--- src/rqsm_defs.svh ---
// constants for the queue switch and mark block
// assumes a single 10 MHz clock feeds both port sequencers
`ifndef RQSM_DEFS_SVH
`define RQSM_DEFS_SVH

`define RQSM_QUEUES 128
`define RQSM_QADDR_W 7
`define RQSM_POS_W 10
`define RQSM_PORT_RD 0
`define RQSM_PORT_WR 1
`define RQSM_PORTS 2
`define RQSM_Q_ZERO 7'h00
`define RQSM_POS_ZERO 10'h000
`define RQSM_POS_ONE 10'h001

`endif

--- src/rqsm_pkg.sv ---
// types shared by the queue switch sequencer and the top
// assumes rqsm_defs.svh is not needed here; types only
package rqsm_pkg;

  // switch phases after the request cycle; idle doubles as the first access cycle
  typedef enum logic [1:0] {
    rqsm_idle,
    rqsm_mark_decide,
    rqsm_hold,
    rqsm_flag_update
  } rqsm_phase_t;

endpackage : rqsm_pkg

--- src/rqsm_top.sv ---
// queue switch and mark control for the read and write ports
// assumes both ports run on clk_in; enables here are active high
`timescale 1ns/1ps
`default_nettype none
`include "rqsm_defs.svh"

module rqsm_top (
  input wire logic clk_in,
  input wire logic rst_in,
  input wire logic first_word_fallthrough_mode_in,
  input wire logic packet_mode_in,
  input wire logic [`RQSM_QADDR_W-1:0] read_queue_select_bus_in,
  input wire logic read_select_strobe_in,
  input wire logic read_enable_in,
  input wire logic read_packet_start_in,
  input wire logic [`RQSM_QADDR_W-1:0] write_queue_select_bus_in,
  input wire logic write_select_strobe_in,
  input wire logic write_enable_in,
  input wire logic write_packet_start_in,
  input wire logic [`RQSM_QUEUES-1:0] empty_status_in,
  input wire logic [`RQSM_QUEUES-1:0] almost_empty_status_in,
  input wire logic [`RQSM_QUEUES-1:0] packet_ready_status_in,
  output logic almost_empty_flag_out,
  output logic packet_ready_flag_out,
  output logic empty_indicator_out,
  output logic output_ready_out,
  output logic read_access_out,
  output logic [`RQSM_QADDR_W-1:0] read_queue_out,
  output logic [`RQSM_POS_W-1:0] read_position_counter_out,
  output logic read_switch_busy_out,
  output logic read_mark_valid_out,
  output logic [`RQSM_QADDR_W-1:0] read_mark_queue_out,
  output logic [`RQSM_POS_W-1:0] read_mark_position_out,
  output logic read_illegal_switch_out,
  output logic write_access_out,
  output logic [`RQSM_QADDR_W-1:0] write_queue_out,
  output logic [`RQSM_POS_W-1:0] write_position_counter_out,
  output logic write_switch_busy_out,
  output logic write_mark_valid_out,
  output logic [`RQSM_QADDR_W-1:0] write_mark_queue_out,
  output logic [`RQSM_POS_W-1:0] write_mark_position_out,
  output logic write_illegal_switch_out
);

  // per-port views, index 0 is read, index 1 is write
  logic strobe_w [`RQSM_PORTS];
  logic [`RQSM_QADDR_W-1:0] sel_w [`RQSM_PORTS];
  logic en_w [`RQSM_PORTS];
  logic pkt_start_w [`RQSM_PORTS];
  rqsm_pkg::rqsm_phase_t phase_w [`RQSM_PORTS];
  logic flag_cyc_w [`RQSM_PORTS];
  // accept and first-access markers stay inside the sequencer
  logic [`RQSM_QADDR_W-1:0] present_w [`RQSM_PORTS];
  logic [`RQSM_QADDR_W-1:0] next_w [`RQSM_PORTS];
  logic cont_w [`RQSM_PORTS];
  logic mark_req_w [`RQSM_PORTS];
  logic access_w [`RQSM_PORTS];
  logic [`RQSM_POS_W-1:0] pos_w [`RQSM_PORTS];
  logic mark_v_w [`RQSM_PORTS];
  logic [`RQSM_QADDR_W-1:0] mark_q_w [`RQSM_PORTS];
  logic [`RQSM_POS_W-1:0] mark_pos_w [`RQSM_PORTS];
  logic illegal_w [`RQSM_PORTS];

  assign strobe_w[`RQSM_PORT_RD] = read_select_strobe_in;
  assign strobe_w[`RQSM_PORT_WR] = write_select_strobe_in;
  assign sel_w[`RQSM_PORT_RD] = read_queue_select_bus_in;
  assign sel_w[`RQSM_PORT_WR] = write_queue_select_bus_in;
  assign en_w[`RQSM_PORT_RD] = read_enable_in;
  assign en_w[`RQSM_PORT_WR] = write_enable_in;
  assign pkt_start_w[`RQSM_PORT_RD] = read_packet_start_in;
  assign pkt_start_w[`RQSM_PORT_WR] = write_packet_start_in;

  // two independent ports; no shared state, so simultaneous switches never interact
  genvar p;
  generate
    for (p = 0; p < `RQSM_PORTS; p = p + 1)
    begin : g_port
      logic [`RQSM_POS_W-1:0] saved_r [`RQSM_QUEUES];
      logic [`RQSM_POS_W-1:0] pos_r;
      logic [`RQSM_POS_W-1:0] pos_adv;
      logic mark_v_r;
      logic [`RQSM_QADDR_W-1:0] mark_q_r;
      logic [`RQSM_POS_W-1:0] mark_pos_r;
      logic illegal_r;
      logic freeze;
      logic pq_marked;
      logic same_q;

      rqsm_switch_seq u_seq (
        .clk_in(clk_in),
        .rst_in(rst_in),
        .select_strobe_in(strobe_w[p]),
        .queue_select_bus_in(sel_w[p]),
        .access_enable_in(en_w[p]),
        .phase_out(phase_w[p]),
        .switch_accept_out(),
        .flag_update_cycle_out(flag_cyc_w[p]),
        .new_queue_access_cycle_out(),
        .present_queue_out(present_w[p]),
        .next_queue_out(next_w[p]),
        .continue_access_out(cont_w[p]),
        .mark_request_out(mark_req_w[p])
      );

      // idle enable at the request freezes the present pointer until the switch ends
      assign freeze = (phase_w[p] != rqsm_pkg::rqsm_idle) && !cont_w[p];
      // otherwise access to the present queue carries on through the switch
      assign access_w[p] = en_w[p] && !freeze;
      assign pos_adv = access_w[p] ? pos_r + `RQSM_POS_ONE : pos_r;
      assign pq_marked = mark_v_r && (mark_q_r == present_w[p]);
      assign same_q = (next_w[p] == present_w[p]);

      // saved return positions; written only for the queue being left
      always_ff @(posedge clk_in)
      begin
        if (rst_in)
        begin
          for (int i = 0; i < `RQSM_QUEUES; i++)
            saved_r[i] <= `RQSM_POS_ZERO;
        end
        else if (flag_cyc_w[p] && !same_q)
        begin
          if (pq_marked && !cont_w[p])
            saved_r[present_w[p]] <= mark_pos_r;
          else
            saved_r[present_w[p]] <= pos_adv;
        end
      end

      // working position of the present queue
      always_ff @(posedge clk_in)
      begin
        if (rst_in)
          pos_r <= `RQSM_POS_ZERO;
        else if (flag_cyc_w[p] && !same_q)
          pos_r <= saved_r[next_w[p]];
        else if (flag_cyc_w[p] && pq_marked && !cont_w[p])
          pos_r <= mark_pos_r;
        else
          pos_r <= pos_adv;
      end

      // mark register: one per port, decided at the end of the switch
      always_ff @(posedge clk_in)
      begin
        if (rst_in)
        begin
          mark_v_r <= 1'b0;
          mark_q_r <= `RQSM_Q_ZERO;
          mark_pos_r <= `RQSM_POS_ZERO;
        end
        else if (flag_cyc_w[p])
        begin
          if (!same_q)
          begin
            // strobe level in the decision cycle marks or unmarks the next queue
            mark_v_r <= mark_req_w[p];
            mark_q_r <= next_w[p];
            mark_pos_r <= saved_r[next_w[p]];
          end
          else if (!pq_marked)
          begin
            // plain self switch is ignored; a mark request marks here
            if (mark_req_w[p])
            begin
              mark_v_r <= 1'b1;
              mark_q_r <= present_w[p];
              mark_pos_r <= pos_adv;
            end
          end
          else if (!cont_w[p])
            mark_v_r <= mark_req_w[p];
          // marked self switch without re-read leaves everything alone
        end
        else if (packet_mode_in && access_w[p] && pkt_start_w[p] && pq_marked)
          mark_pos_r <= pos_r;
      end

      // report the disallowed self switch rather than act on it
      always_ff @(posedge clk_in)
      begin
        if (rst_in)
          illegal_r <= 1'b0;
        else
          illegal_r <= flag_cyc_w[p] && same_q && pq_marked && cont_w[p];
      end

      assign pos_w[p] = pos_r;
      assign mark_v_w[p] = mark_v_r;
      assign mark_q_w[p] = mark_q_r;
      assign mark_pos_w[p] = mark_pos_r;
      assign illegal_w[p] = illegal_r;
    end
  endgenerate

  // read flags track the queue the flags describe: next queue from the flag cycle on
  logic [`RQSM_QADDR_W-1:0] flag_q;
  logic pae_r;
  logic pr_r;
  logic ef_r;
  logic or_r;

  assign flag_q = flag_cyc_w[`RQSM_PORT_RD] ? next_w[`RQSM_PORT_RD] : present_w[`RQSM_PORT_RD];

  // almost empty and packet ready switch in the flag cycle in either mode
  always_ff @(posedge clk_in)
  begin
    if (rst_in)
    begin
      pae_r <= 1'b0;
      pr_r <= 1'b0;
    end
    else
    begin
      pae_r <= almost_empty_status_in[flag_q];
      pr_r <= packet_ready_status_in[flag_q];
    end
  end

  // empty follows the flag cycle in standard mode, the present queue otherwise
  always_ff @(posedge clk_in)
  begin
    if (rst_in)
      ef_r <= 1'b1;
    else if (!first_word_fallthrough_mode_in)
      ef_r <= empty_status_in[flag_q];
    else
      ef_r <= empty_status_in[present_w[`RQSM_PORT_RD]];
  end

  // fall-through ready lags to the cycle after the first access cycle of the new queue
  always_ff @(posedge clk_in)
  begin
    if (rst_in)
      or_r <= 1'b0;
    else
      or_r <= first_word_fallthrough_mode_in && !empty_status_in[present_w[`RQSM_PORT_RD]];
  end

  assign almost_empty_flag_out = pae_r;
  assign packet_ready_flag_out = pr_r;
  assign empty_indicator_out = ef_r;
  assign output_ready_out = or_r;

  assign read_access_out = access_w[`RQSM_PORT_RD];
  assign read_queue_out = present_w[`RQSM_PORT_RD];
  assign read_position_counter_out = pos_w[`RQSM_PORT_RD];
  assign read_switch_busy_out = phase_w[`RQSM_PORT_RD] != rqsm_pkg::rqsm_idle;
  assign read_mark_valid_out = mark_v_w[`RQSM_PORT_RD];
  assign read_mark_queue_out = mark_q_w[`RQSM_PORT_RD];
  assign read_mark_position_out = mark_pos_w[`RQSM_PORT_RD];
  assign read_illegal_switch_out = illegal_w[`RQSM_PORT_RD];

  assign write_access_out = access_w[`RQSM_PORT_WR];
  assign write_queue_out = present_w[`RQSM_PORT_WR];
  assign write_position_counter_out = pos_w[`RQSM_PORT_WR];
  assign write_switch_busy_out = phase_w[`RQSM_PORT_WR] != rqsm_pkg::rqsm_idle;
  assign write_mark_valid_out = mark_v_w[`RQSM_PORT_WR];
  assign write_mark_queue_out = mark_q_w[`RQSM_PORT_WR];
  assign write_mark_position_out = mark_pos_w[`RQSM_PORT_WR];
  assign write_illegal_switch_out = illegal_w[`RQSM_PORT_WR];

endmodule : rqsm_top

`default_nettype wire

--- src/rqsm_switch_seq.sv ---
// one port's four-cycle queue switch sequencer
// assumes select strobe and bus are synchronous to clk_in
`timescale 1ns/1ps
`default_nettype none
`include "rqsm_defs.svh"

module rqsm_switch_seq (
  input wire logic clk_in,
  input wire logic rst_in,
  input wire logic select_strobe_in,
  input wire logic [`RQSM_QADDR_W-1:0] queue_select_bus_in,
  input wire logic access_enable_in,
  output var rqsm_pkg::rqsm_phase_t phase_out,
  output logic switch_accept_out,
  output logic flag_update_cycle_out,
  output logic new_queue_access_cycle_out,
  output logic [`RQSM_QADDR_W-1:0] present_queue_out,
  output logic [`RQSM_QADDR_W-1:0] next_queue_out,
  output logic continue_access_out,
  output logic mark_request_out
);

  rqsm_pkg::rqsm_phase_t phase_r;
  logic [`RQSM_QADDR_W-1:0] present_r;
  logic [`RQSM_QADDR_W-1:0] next_r;
  logic continue_r;
  logic mark_req_r;
  logic new_access_r;

  // a request is only taken when no switch is in flight; enable is ignored here
  assign switch_accept_out = (phase_r == rqsm_pkg::rqsm_idle) && select_strobe_in;

  // phase walk: request, mark decide, hold, flag update, then access
  always_ff @(posedge clk_in)
  begin
    if (rst_in)
      phase_r <= rqsm_pkg::rqsm_idle;
    else
    begin
      case (phase_r)
        rqsm_pkg::rqsm_idle: if (switch_accept_out) phase_r <= rqsm_pkg::rqsm_mark_decide;
        rqsm_pkg::rqsm_mark_decide: phase_r <= rqsm_pkg::rqsm_hold;
        rqsm_pkg::rqsm_hold: phase_r <= rqsm_pkg::rqsm_flag_update;
        rqsm_pkg::rqsm_flag_update: phase_r <= rqsm_pkg::rqsm_idle;
        default: phase_r <= rqsm_pkg::rqsm_idle;
      endcase
    end
  end

  // capture next queue and the continue/re-access choice in the request cycle
  always_ff @(posedge clk_in)
  begin
    if (rst_in)
    begin
      next_r <= `RQSM_Q_ZERO;
      continue_r <= 1'b1;
    end
    else if (switch_accept_out)
    begin
      next_r <= queue_select_bus_in;
      continue_r <= access_enable_in;
    end
  end

  // strobe level in the cycle after the request is the mark decision
  always_ff @(posedge clk_in)
  begin
    if (rst_in)
      mark_req_r <= 1'b0;
    else if (phase_r == rqsm_pkg::rqsm_mark_decide)
      mark_req_r <= select_strobe_in;
  end

  // queue address register moves at the end of the flag update cycle
  always_ff @(posedge clk_in)
  begin
    if (rst_in)
      present_r <= `RQSM_Q_ZERO;
    else if (phase_r == rqsm_pkg::rqsm_flag_update)
      present_r <= next_r;
  end

  // one-cycle marker for the first access of the new queue
  always_ff @(posedge clk_in)
  begin
    if (rst_in)
      new_access_r <= 1'b0;
    else
      new_access_r <= (phase_r == rqsm_pkg::rqsm_flag_update);
  end

  assign phase_out = phase_r;
  assign flag_update_cycle_out = (phase_r == rqsm_pkg::rqsm_flag_update);
  assign new_queue_access_cycle_out = new_access_r;
  assign present_queue_out = present_r;
  assign next_queue_out = next_r;
  assign continue_access_out = continue_r;
  assign mark_request_out = mark_req_r;

endmodule : rqsm_switch_seq

`default_nettype wire

--- config.mk ---
export PLATFORM = sky130hd
export DESIGN_NAME = rqsm_top
export DESIGN_NICKNAME = d
export VERILOG_FILES = /design/src/rqsm_pkg.sv /design/src/rqsm_top.sv /design/src/rqsm_switch_seq.sv
export VERILOG_INCLUDE_DIRS = /design/src
export SDC_FILE = /design/constraint.sdc
export NUM_CORES = 2
export LEC_CHECK = 0
export BUFFER_PORTS_ARGS = -buffer_cell sky130_fd_sc_hd__buf_2
export CAP_MARGIN = 20
export CELL_PAD_IN_SITES_DETAIL_PLACEMENT = 1
export CELL_PAD_IN_SITES_GLOBAL_PLACEMENT = 1
export CORE_MARGIN = 2
export CORE_UTILIZATION = 56
export DETAILED_ROUTE_END_ITERATION = 7
export PLACE_DENSITY_LB_ADDON = 0.08
export SETUP_SLACK_MARGIN = 0.1
export SYNTH_ARGS = -nofsm -noshare
export SYNTH_HDL_FRONTEND = slang
export SYNTH_SLANG_ARGS = --single-unit
export TNS_END_PERCENT = 30
--- constraint.sdc ---
create_clock -name clk_in -period 8.7 [get_ports clk_in]
set_clock_uncertainty 0.1 [all_clocks]
set_input_delay 0.435 -clock clk_in [delete_from_list [all_inputs] [get_ports clk_in]]
set_output_delay 0.435 -clock clk_in [all_outputs]
set_load 0.05 [all_outputs]
Yosys cells after proc, flatten, opt, wreduce, memory -nomap -nowiden --
Memories as Yosys holds them, arrays and structs flattened. A register that Yosys moved wholly into a read port is not among the register bits. Cells that the tools add are included.
Storage, ports and cells: register bits after elaboration 98, bits in latches 0, memory bits (writable) 2560, bits in read-only memories 0, input port bits 408, output and inout port bits 80, word-level logic and storage cells 180, memories kept 2
Operators by class: add/subtract/negate cells 2, $mul 0, divide/modulo/power cells 0, magnitude comparators 2, equal/unequal tests 24, shifts and indexed selects 0, mux-type cells 74, bitwise logic cells 2, reductions and logical operators 50
Memory list:
- g_port[0].saved_r | depth 128, width 10, read ports 1, clocked after memory_dff 1, wr ports 128, RTL line rqsm_top.sv:78 | logic [`RQSM_POS_W-1:0] saved_r [`RQSM_QUEUES];
- g_port[1].saved_r | depth 128, width 10, read ports 1, clocked after memory_dff 1, wr ports 128, RTL line rqsm_top.sv:78
Operator list (number):
- $mux 10 | 20
- $mux 7 | 13
- $mux 1 | 33
- $logic_and 1x1->1 | 29
- $bmux 1 s7 | 4
- $eq 7x7->1 | 4
- $add 10x1->10 const B | 2
- $reduce_or 10->1 | 2
- $ne 3x3->1 const B | 6
- $reduce_and 3->1 | 6
- $lt 7x8->1 const B | 2
- $pmux 2 s4 | 2
- $eq 2x2->1 const B | 4
- $ne 2x1->1 const B | 4
- $reduce_bool 2->1 | 4
- $logic_not 1->1 | 7
- $ne 3x2->1 const B | 2
- $eq 2x1->1 const B | 2
- $logic_not 2->1 | 2
- $mux 2 | 2
- $ne 2x2->1 const B | 2
- $or 1x1->1 | 2

Depth between registers and ports, before layout --
depth in word-level cells 10, mapped depth 13, mapped depth without buffers 10

Hierarchy --
A second synthesis with hierarchy kept.
Unflattened totals: cells, all modules 8825, area total of the unflattened synthesis 120704.5 um^2
By module, submodules not included:
- rqsm_top | instances 1, cells an instance 8667, area each 119220.6 um^2
- rqsm_switch_seq | instances 2, cells an instance 79, area each 742.0 um^2

Least setup slack after synthesis --
No wires, ideal clock.
path type reg2reg, from reg g_port[1].u_seq.present_r[5], to mem g_port[1].saved_r[14][0] (netlist name) (enable), setup time 0.340 ns, arrival time 2.763 ns, data required time 8.260 ns, slack 5.497 ns, cell stages (with the launch flop) 11, clock period less this slack 3.203 ns, cell sequence dfxtp_1 buf_2 xnor2_1 nand4_1 or2_2 nand4_1 nor3b_1 clkbuf_1 nand2_1 clkbuf_1 nand2_1
RTL lines:
- start: declaration | RTL line rqsm_switch_seq.sv:24 | logic [`RQSM_QADDR_W-1:0] present_r;
- start signal: assignment | RTL line rqsm_switch_seq.sv:78 | present_r <= `RQSM_Q_ZERO;
- start signal: assignment | RTL line rqsm_switch_seq.sv:80 | present_r <= next_r;
- end: declaration | RTL line rqsm_top.sv:78

==> results_tabular.tex <==
\begin{tabular}{lr}
\hline
Metric & Value \\
\hline
\multicolumn{2}{l}{\textbf{Final layout}} \\
\quad Share of final-layout standard cells stronger than drive strength 1 & 18.9\% \\
\quad Filler cell count in the final layout & 20,200 \\
\quad Synth-to-Final Area Change & 11.1\% \\
\quad Post-route standard cell area excluding fillers & 134,000 um\^{}2 \\
\quad Final Net Count & 9,650 \\
\multicolumn{2}{l}{\textbf{Worst hold path}} \\
\quad Origin of the worst min-delay path & packet\_ready\_status\_in[90] \\
\quad WHS Path Cells & 7 \\
\quad Endpoint of the worst hold path & packet\_ready\_flag\_out \\
\quad Class of the worst hold path & primary input to register \\
\multicolumn{2}{l}{\textbf{Clock tree}} \\
\quad Setup Fix Bufs, Post-CTS & 0 \\
\quad Number of levels the H-tree was split into & 5 \\
\quad TritonCTS buffer count & 294 \\
\quad Clock tree from TritonCTS & done \\
\quad Clk Tree Root Cell & sky130\_fd\_sc\_hd\_\_clkbuf\_16 \\
\quad Gates resized, CTS repair & 0 \\
\quad Clock-pin slew reported for the worst setup and hold paths after clock tree synthesis & 0.06 ns \\
\quad Number of sinks handled by clock tree synthesis & 2,672 \\
\quad Max Buffers Root-to-Sink & 4 \\
\quad Latest clock arrival within the worst-skew pair & 0.94 ns \\
\quad Number of buffers added to fix hold violations after cts & 28 \\
\multicolumn{2}{l}{\textbf{Floorplan}} \\
\quad Core region area & 215,000 um\^{}2 \\
\quad Starting density of the core & 56.3\% \\
\quad Full die area & 220,000 um\^{}2 \\
\quad Count of boundary I/O pins & 488 \\
\quad Vertical die dimension & 469 um \\
\quad Number of standard-cell rows in the floorplan & 170 \\
\quad Die X-Extent & 469 um \\
\multicolumn{2}{l}{\textbf{Placed design}} \\
\quad Post-place instance area & 125,000 um\^{}2 \\
\quad Routability congestion estimate & 0.959 \\
\quad Number of input and output port buffers inserted & 487 \\
\quad Half-perimeter wire length after detailed placement & 259,000 um \\
\multicolumn{2}{l}{\textbf{Synth}} \\
\quad Number of flops mapped to enable cells by yosys & 2,560 \\
\quad Count of distinct cell types in the synthesized netlist & 73 \\
\quad Most area-hungry cell type in the Yosys netlist & sky130\_fd\_sc\_hd\_\_edfxtp\_1 \\
\quad Synthesized netlist net count & 9,593 \\
\quad Share of synthesized registers carrying an async set or reset & 0\% \\
\quad Mapped cell area & 121,000 um\^{}2 \\
\quad Dominant synthesized flop cell & sky130\_fd\_sc\_hd\_\_edfxtp\_1 \\
\quad Average instance area after synthesis & 13.2 um\^{}2 \\
\quad Synthesis-stage register bit count & 2,672 \\
\quad Synthesized netlist cell count & 9,173 \\
\quad Top-area cell type share of the netlist area & 63.5\% \\
\quad Post-synth top cells & sky130\_fd\_sc\_hd\_\_nor2\_1, sky130\_fd\_sc\_hd\_\_edfxtp\_1, sky130\_fd\_sc\_hd\_\_nand2\_1, sky130\_fd\_sc\_hd\_\_clkbuf\_1, sky130\_fd\_sc\_hd\_\_mux4\_2 \\
\quad Count leader, synth & sky130\_fd\_sc\_hd\_\_nor2\_1 \\
\quad Sequential share of the synthesized area & 65.4\% \\
\quad Number of warnings printed during yosys synthesis & 0 \\
\quad Largest cells by area after synthesis & sky130\_fd\_sc\_hd\_\_edfxtp\_1, sky130\_fd\_sc\_hd\_\_mux4\_2, sky130\_fd\_sc\_hd\_\_nor2\_1 \\
\multicolumn{2}{l}{\textbf{Worst setup path}} \\
\quad Register-to-register setup slack & 3.79 ns \\
\quad Critical-path cell list & buf\_4 > mux4\_2 > mux2i\_1 > o22ai\_1 > a211oi\_1 > a211oi\_1 > a2111oi\_2 > nor3\_1 \\
\quad Critical Path Start Type & register \\
\quad Kind of end point of the critical path & register \\
\quad Type of the worst setup path & register to register \\
\quad Worst Path Max Fanout & 51 \\
\quad Slowest cell on crit path & sky130\_fd\_sc\_hd\_\_a211oi\_1 \\
\quad CP required & 9.37 ns \\
\quad Stage delay of the slowest cell on the critical path & 1.04 ns \\
\quad Number of cells on the worst reg-to-reg path & 8 \\
\quad Capture instance of the worst register-to-register path & write\_mark\_position\_out[4] \\
\quad Worst EP arrival & 5.58 ns \\
\quad Cell mode on critical path & sky130\_fd\_sc\_hd\_\_a211oi\_1 \\
\multicolumn{2}{l}{\textbf{Pwr}} \\
\quad Sequential group share of total power & 46.8\% \\
\quad Largest voltage drop on the vdd net & 0.234 mV \\
\quad Proportion of power drawn by combinational gates & 15.6\% \\
\quad Switching portion of total power & 27.5\% \\
\quad Net switching power figure & 8.73 mW \\
\quad Cell Pwr Density & 236 nW/um\^{}2 \\
\quad Power Internal & 23.0 mW \\
\quad Cell leakage power & 44.7 nW \\
\quad Clock network fraction of design power & 37.7\% \\
\multicolumn{2}{l}{\textbf{Timing}} \\
\quad Worst-margin pin slew & 1.25 ns \\
\quad Max Clock Freq & 0.204 GHz \\
\quad Post-layout minimum cycle time & 4.91 ns \\
\quad Share of the cycle needed by the critical path after routing & 56.5\% \\
\quad Setup repair after global routing missed its margin & no \\
\quad Final hold violations & 0 \\
\quad Worst relative slew slack & 16.3\% \\
\quad Setup total negative slack & 0 ns \\
\quad Final Max Tran Viols & 0 \\
\quad Final setup viols & 0 \\
\multicolumn{2}{l}{\textbf{Detailed routing}} \\
\quad DRC viols & 0 \\
\quad First-pass detailed-route iteration total & 7 \\
\quad Drt initial violations & 9,718 \\
\quad Number of vias per cell after detailed routing & 6.60 \\
\quad DRT Wirelength & 403,000 um \\
\quad Antenna violation net count after detailed routing & 0 \\
\quad Post-detailed-route wirelength per cell & 32.8 um \\
\quad Via count & 81,100 \\
\multicolumn{2}{l}{\textbf{Global route}} \\
\quad Initial antenna violation count & 22 \\
\quad Largest net degree at the start of global routing & 139 \\
\quad Number of global-route vias before repair & 84,900 \\
\quad GRT Util Overall & 36.6\% \\
\quad Overflow after GRT & 0 \\
\quad Global-route wire length before repair & 586,000 um \\
\multicolumn{2}{l}{\textbf{Job}} \\
\quad Total of max-cap violations & 0 \\
\multicolumn{2}{l}{\textbf{Status}} \\
\quad Status & finished, final reports clean \\
\hline
\end{tabular}
[power groups by stage]
stage               combinational, mW  sequential (mW)  clock [mW]
floorplan                        3.00             15.0           0
global placement                 4.70             15.1           0
detailed placement               4.81             15.1           0
CTS                              4.87             14.9        12.0
global route                     5.11             14.9        12.4
finish                           4.94             14.9        12.0
[cell usage in the layout, fill, tap and decap left out, types with 18 or more instances in the layout]
cell	count
sky130_fd_sc_hd__mux4_2	641
sky130_fd_sc_hd__o21ai_0	28
sky130_fd_sc_hd__nor2_1	2699
sky130_fd_sc_hd__edfxtp_1	2560
sky130_fd_sc_hd__nand4_1	18
sky130_fd_sc_hd__buf_4	135
sky130_fd_sc_hd__mux2i_1	246
sky130_fd_sc_hd__a22oi_1	261
sky130_fd_sc_hd__and3_1	29
sky130_fd_sc_hd__clkinv_1	56
sky130_fd_sc_hd__xnor2_1	38
sky130_fd_sc_hd__buf_2	488
sky130_fd_sc_hd__nand2b_1	24
sky130_fd_sc_hd__dlygate4sd3_1	28
sky130_fd_sc_hd__nand2_1	808
sky130_fd_sc_hd__a311oi_1	28
sky130_fd_sc_hd__clkbuf_16	303
sky130_fd_sc_hd__o22ai_1	31
sky130_fd_sc_hd__a21oi_1	153
sky130_fd_sc_hd__nand3_1	155
sky130_fd_sc_hd__mux2_2	24
sky130_fd_sc_hd__buf_12	21
sky130_fd_sc_hd__a211oi_1	18
sky130_fd_sc_hd__nor4_1	31
sky130_fd_sc_hd__dfxtp_1	104
sky130_fd_sc_hd__clkbuf_1	59
sky130_fd_sc_hd__a221oi_1	21
sky130_fd_sc_hd__nor3_1	37
sky130_fd_sc_hd__mux2i_4	22
sky130_fd_sc_hd__inv_1	20
sky130_fd_sc_hd__clkinv_2	38
sky130_fd_sc_hd__o211ai_1	20
[per-stage QoR]
| step | setup WS (ns) | total power, mW | util [%] | hold slack (ns) | cells |
|---|---|---|---|---|---|
| final | 3.79 | 31.8 | 62.6 | 0.0863 | 12300 |
| after global routing | 3.70 | 32.4 | 62.6 | 0.150 | 12300 |
| after CTS | 3.93 | 31.7 | 62.5 | 0.0367 | 12300 |
| after detailed placement | 3.83 | 19.9 | 58.3 | 0.389 | 11700 |
| after global placement | 3.56 | 19.8 | 58.2 | 0.382 | 11700 |
| after floorplan | 5.50 | 18.0 | - | 0.365 | 9173 |
[cell families after synthesis]
group / synth area share [%]
buf+inv: 3.23
flops: 65.4
simple gates: 12.7
fa+ha+maj: 0.124
xor+xnor: 0.333
mux: 14.4
compound gates: 3.85
[sequential cells by signal, indices dropped and copies added, names as in the netlist, 2 cells and up, named ones only]
| name | count |
|---|---|
| g_port.saved_r | 2560 |
| g_port.u_seq.continue_access_out | 2 |
| g_port.u_seq.mark_request_out | 2 |
| g_port.u_seq.next_queue_out | 14 |
| g_port.u_seq.phase_out | 4 |
| g_port.u_seq.present_queue_out | 14 |
| read_mark_position_out | 10 |
| read_mark_queue_out | 7 |
| read_position_counter_out | 10 |
| write_mark_position_out | 10 |
| write_mark_queue_out | 7 |
| write_position_counter_out | 10 |
[per-layer routing]
| layer | track usage [%] | up-vias | wire length, um |
|---|---|---|---|
| met1 | 46.6 | 42100 | 145000 |
| met2 | 61.0 | 4336 | 199000 |
| met5 | 0 | - | 57 |
| li1 | - | 33600 | - |
| met4 | 18.6 | 8 | 23700 |
| met3 | 6.28 | 1030 | 34900 |
[worst max path at each step]
stage / to / cells after the start / slack, ns
2_1_floorplan: g_port[1].saved_r[14][0] / 10 / 5.50
3_3_place_gp: g_port[0].saved_r[97][5] / 4 / 3.56
3_5_place_dp: g_port[0].saved_r[48][1] / 9 / 3.83
4_1_cts: write_mark_position_out[4] / 8 / 3.93
5_1_grt: g_port[0].saved_r[125][9] / 12 / 3.70
6_report: write_mark_position_out[4] / 8 / 3.79
[final cells by class]
class	instances	area (um^2)	share of cell area (%)
tap	2838	3550	2.64
multi-input combinational	5556	38400	28.6
sequential	2672	79100	58.9
timing repair buffer	682	4280	3.18
antenna	14	35.0	0.0261
clock inverter	121	985	0.733
inverter	24	97.6	0.0726
clock buffer	369	7900	5.88
[worst max-delay path, delay by kind of cell, from the launching register on]
family / cells / cell delay, ns
and+or+nand+nor: 1 / 0.08
AOI/OAI and AO/OA: 4 / 1.99
muxes: 2 / 0.72
buffers and inverters: 1 / 0.76
DFF: 1 / 0.93
(Power assumes the default switching activity.)
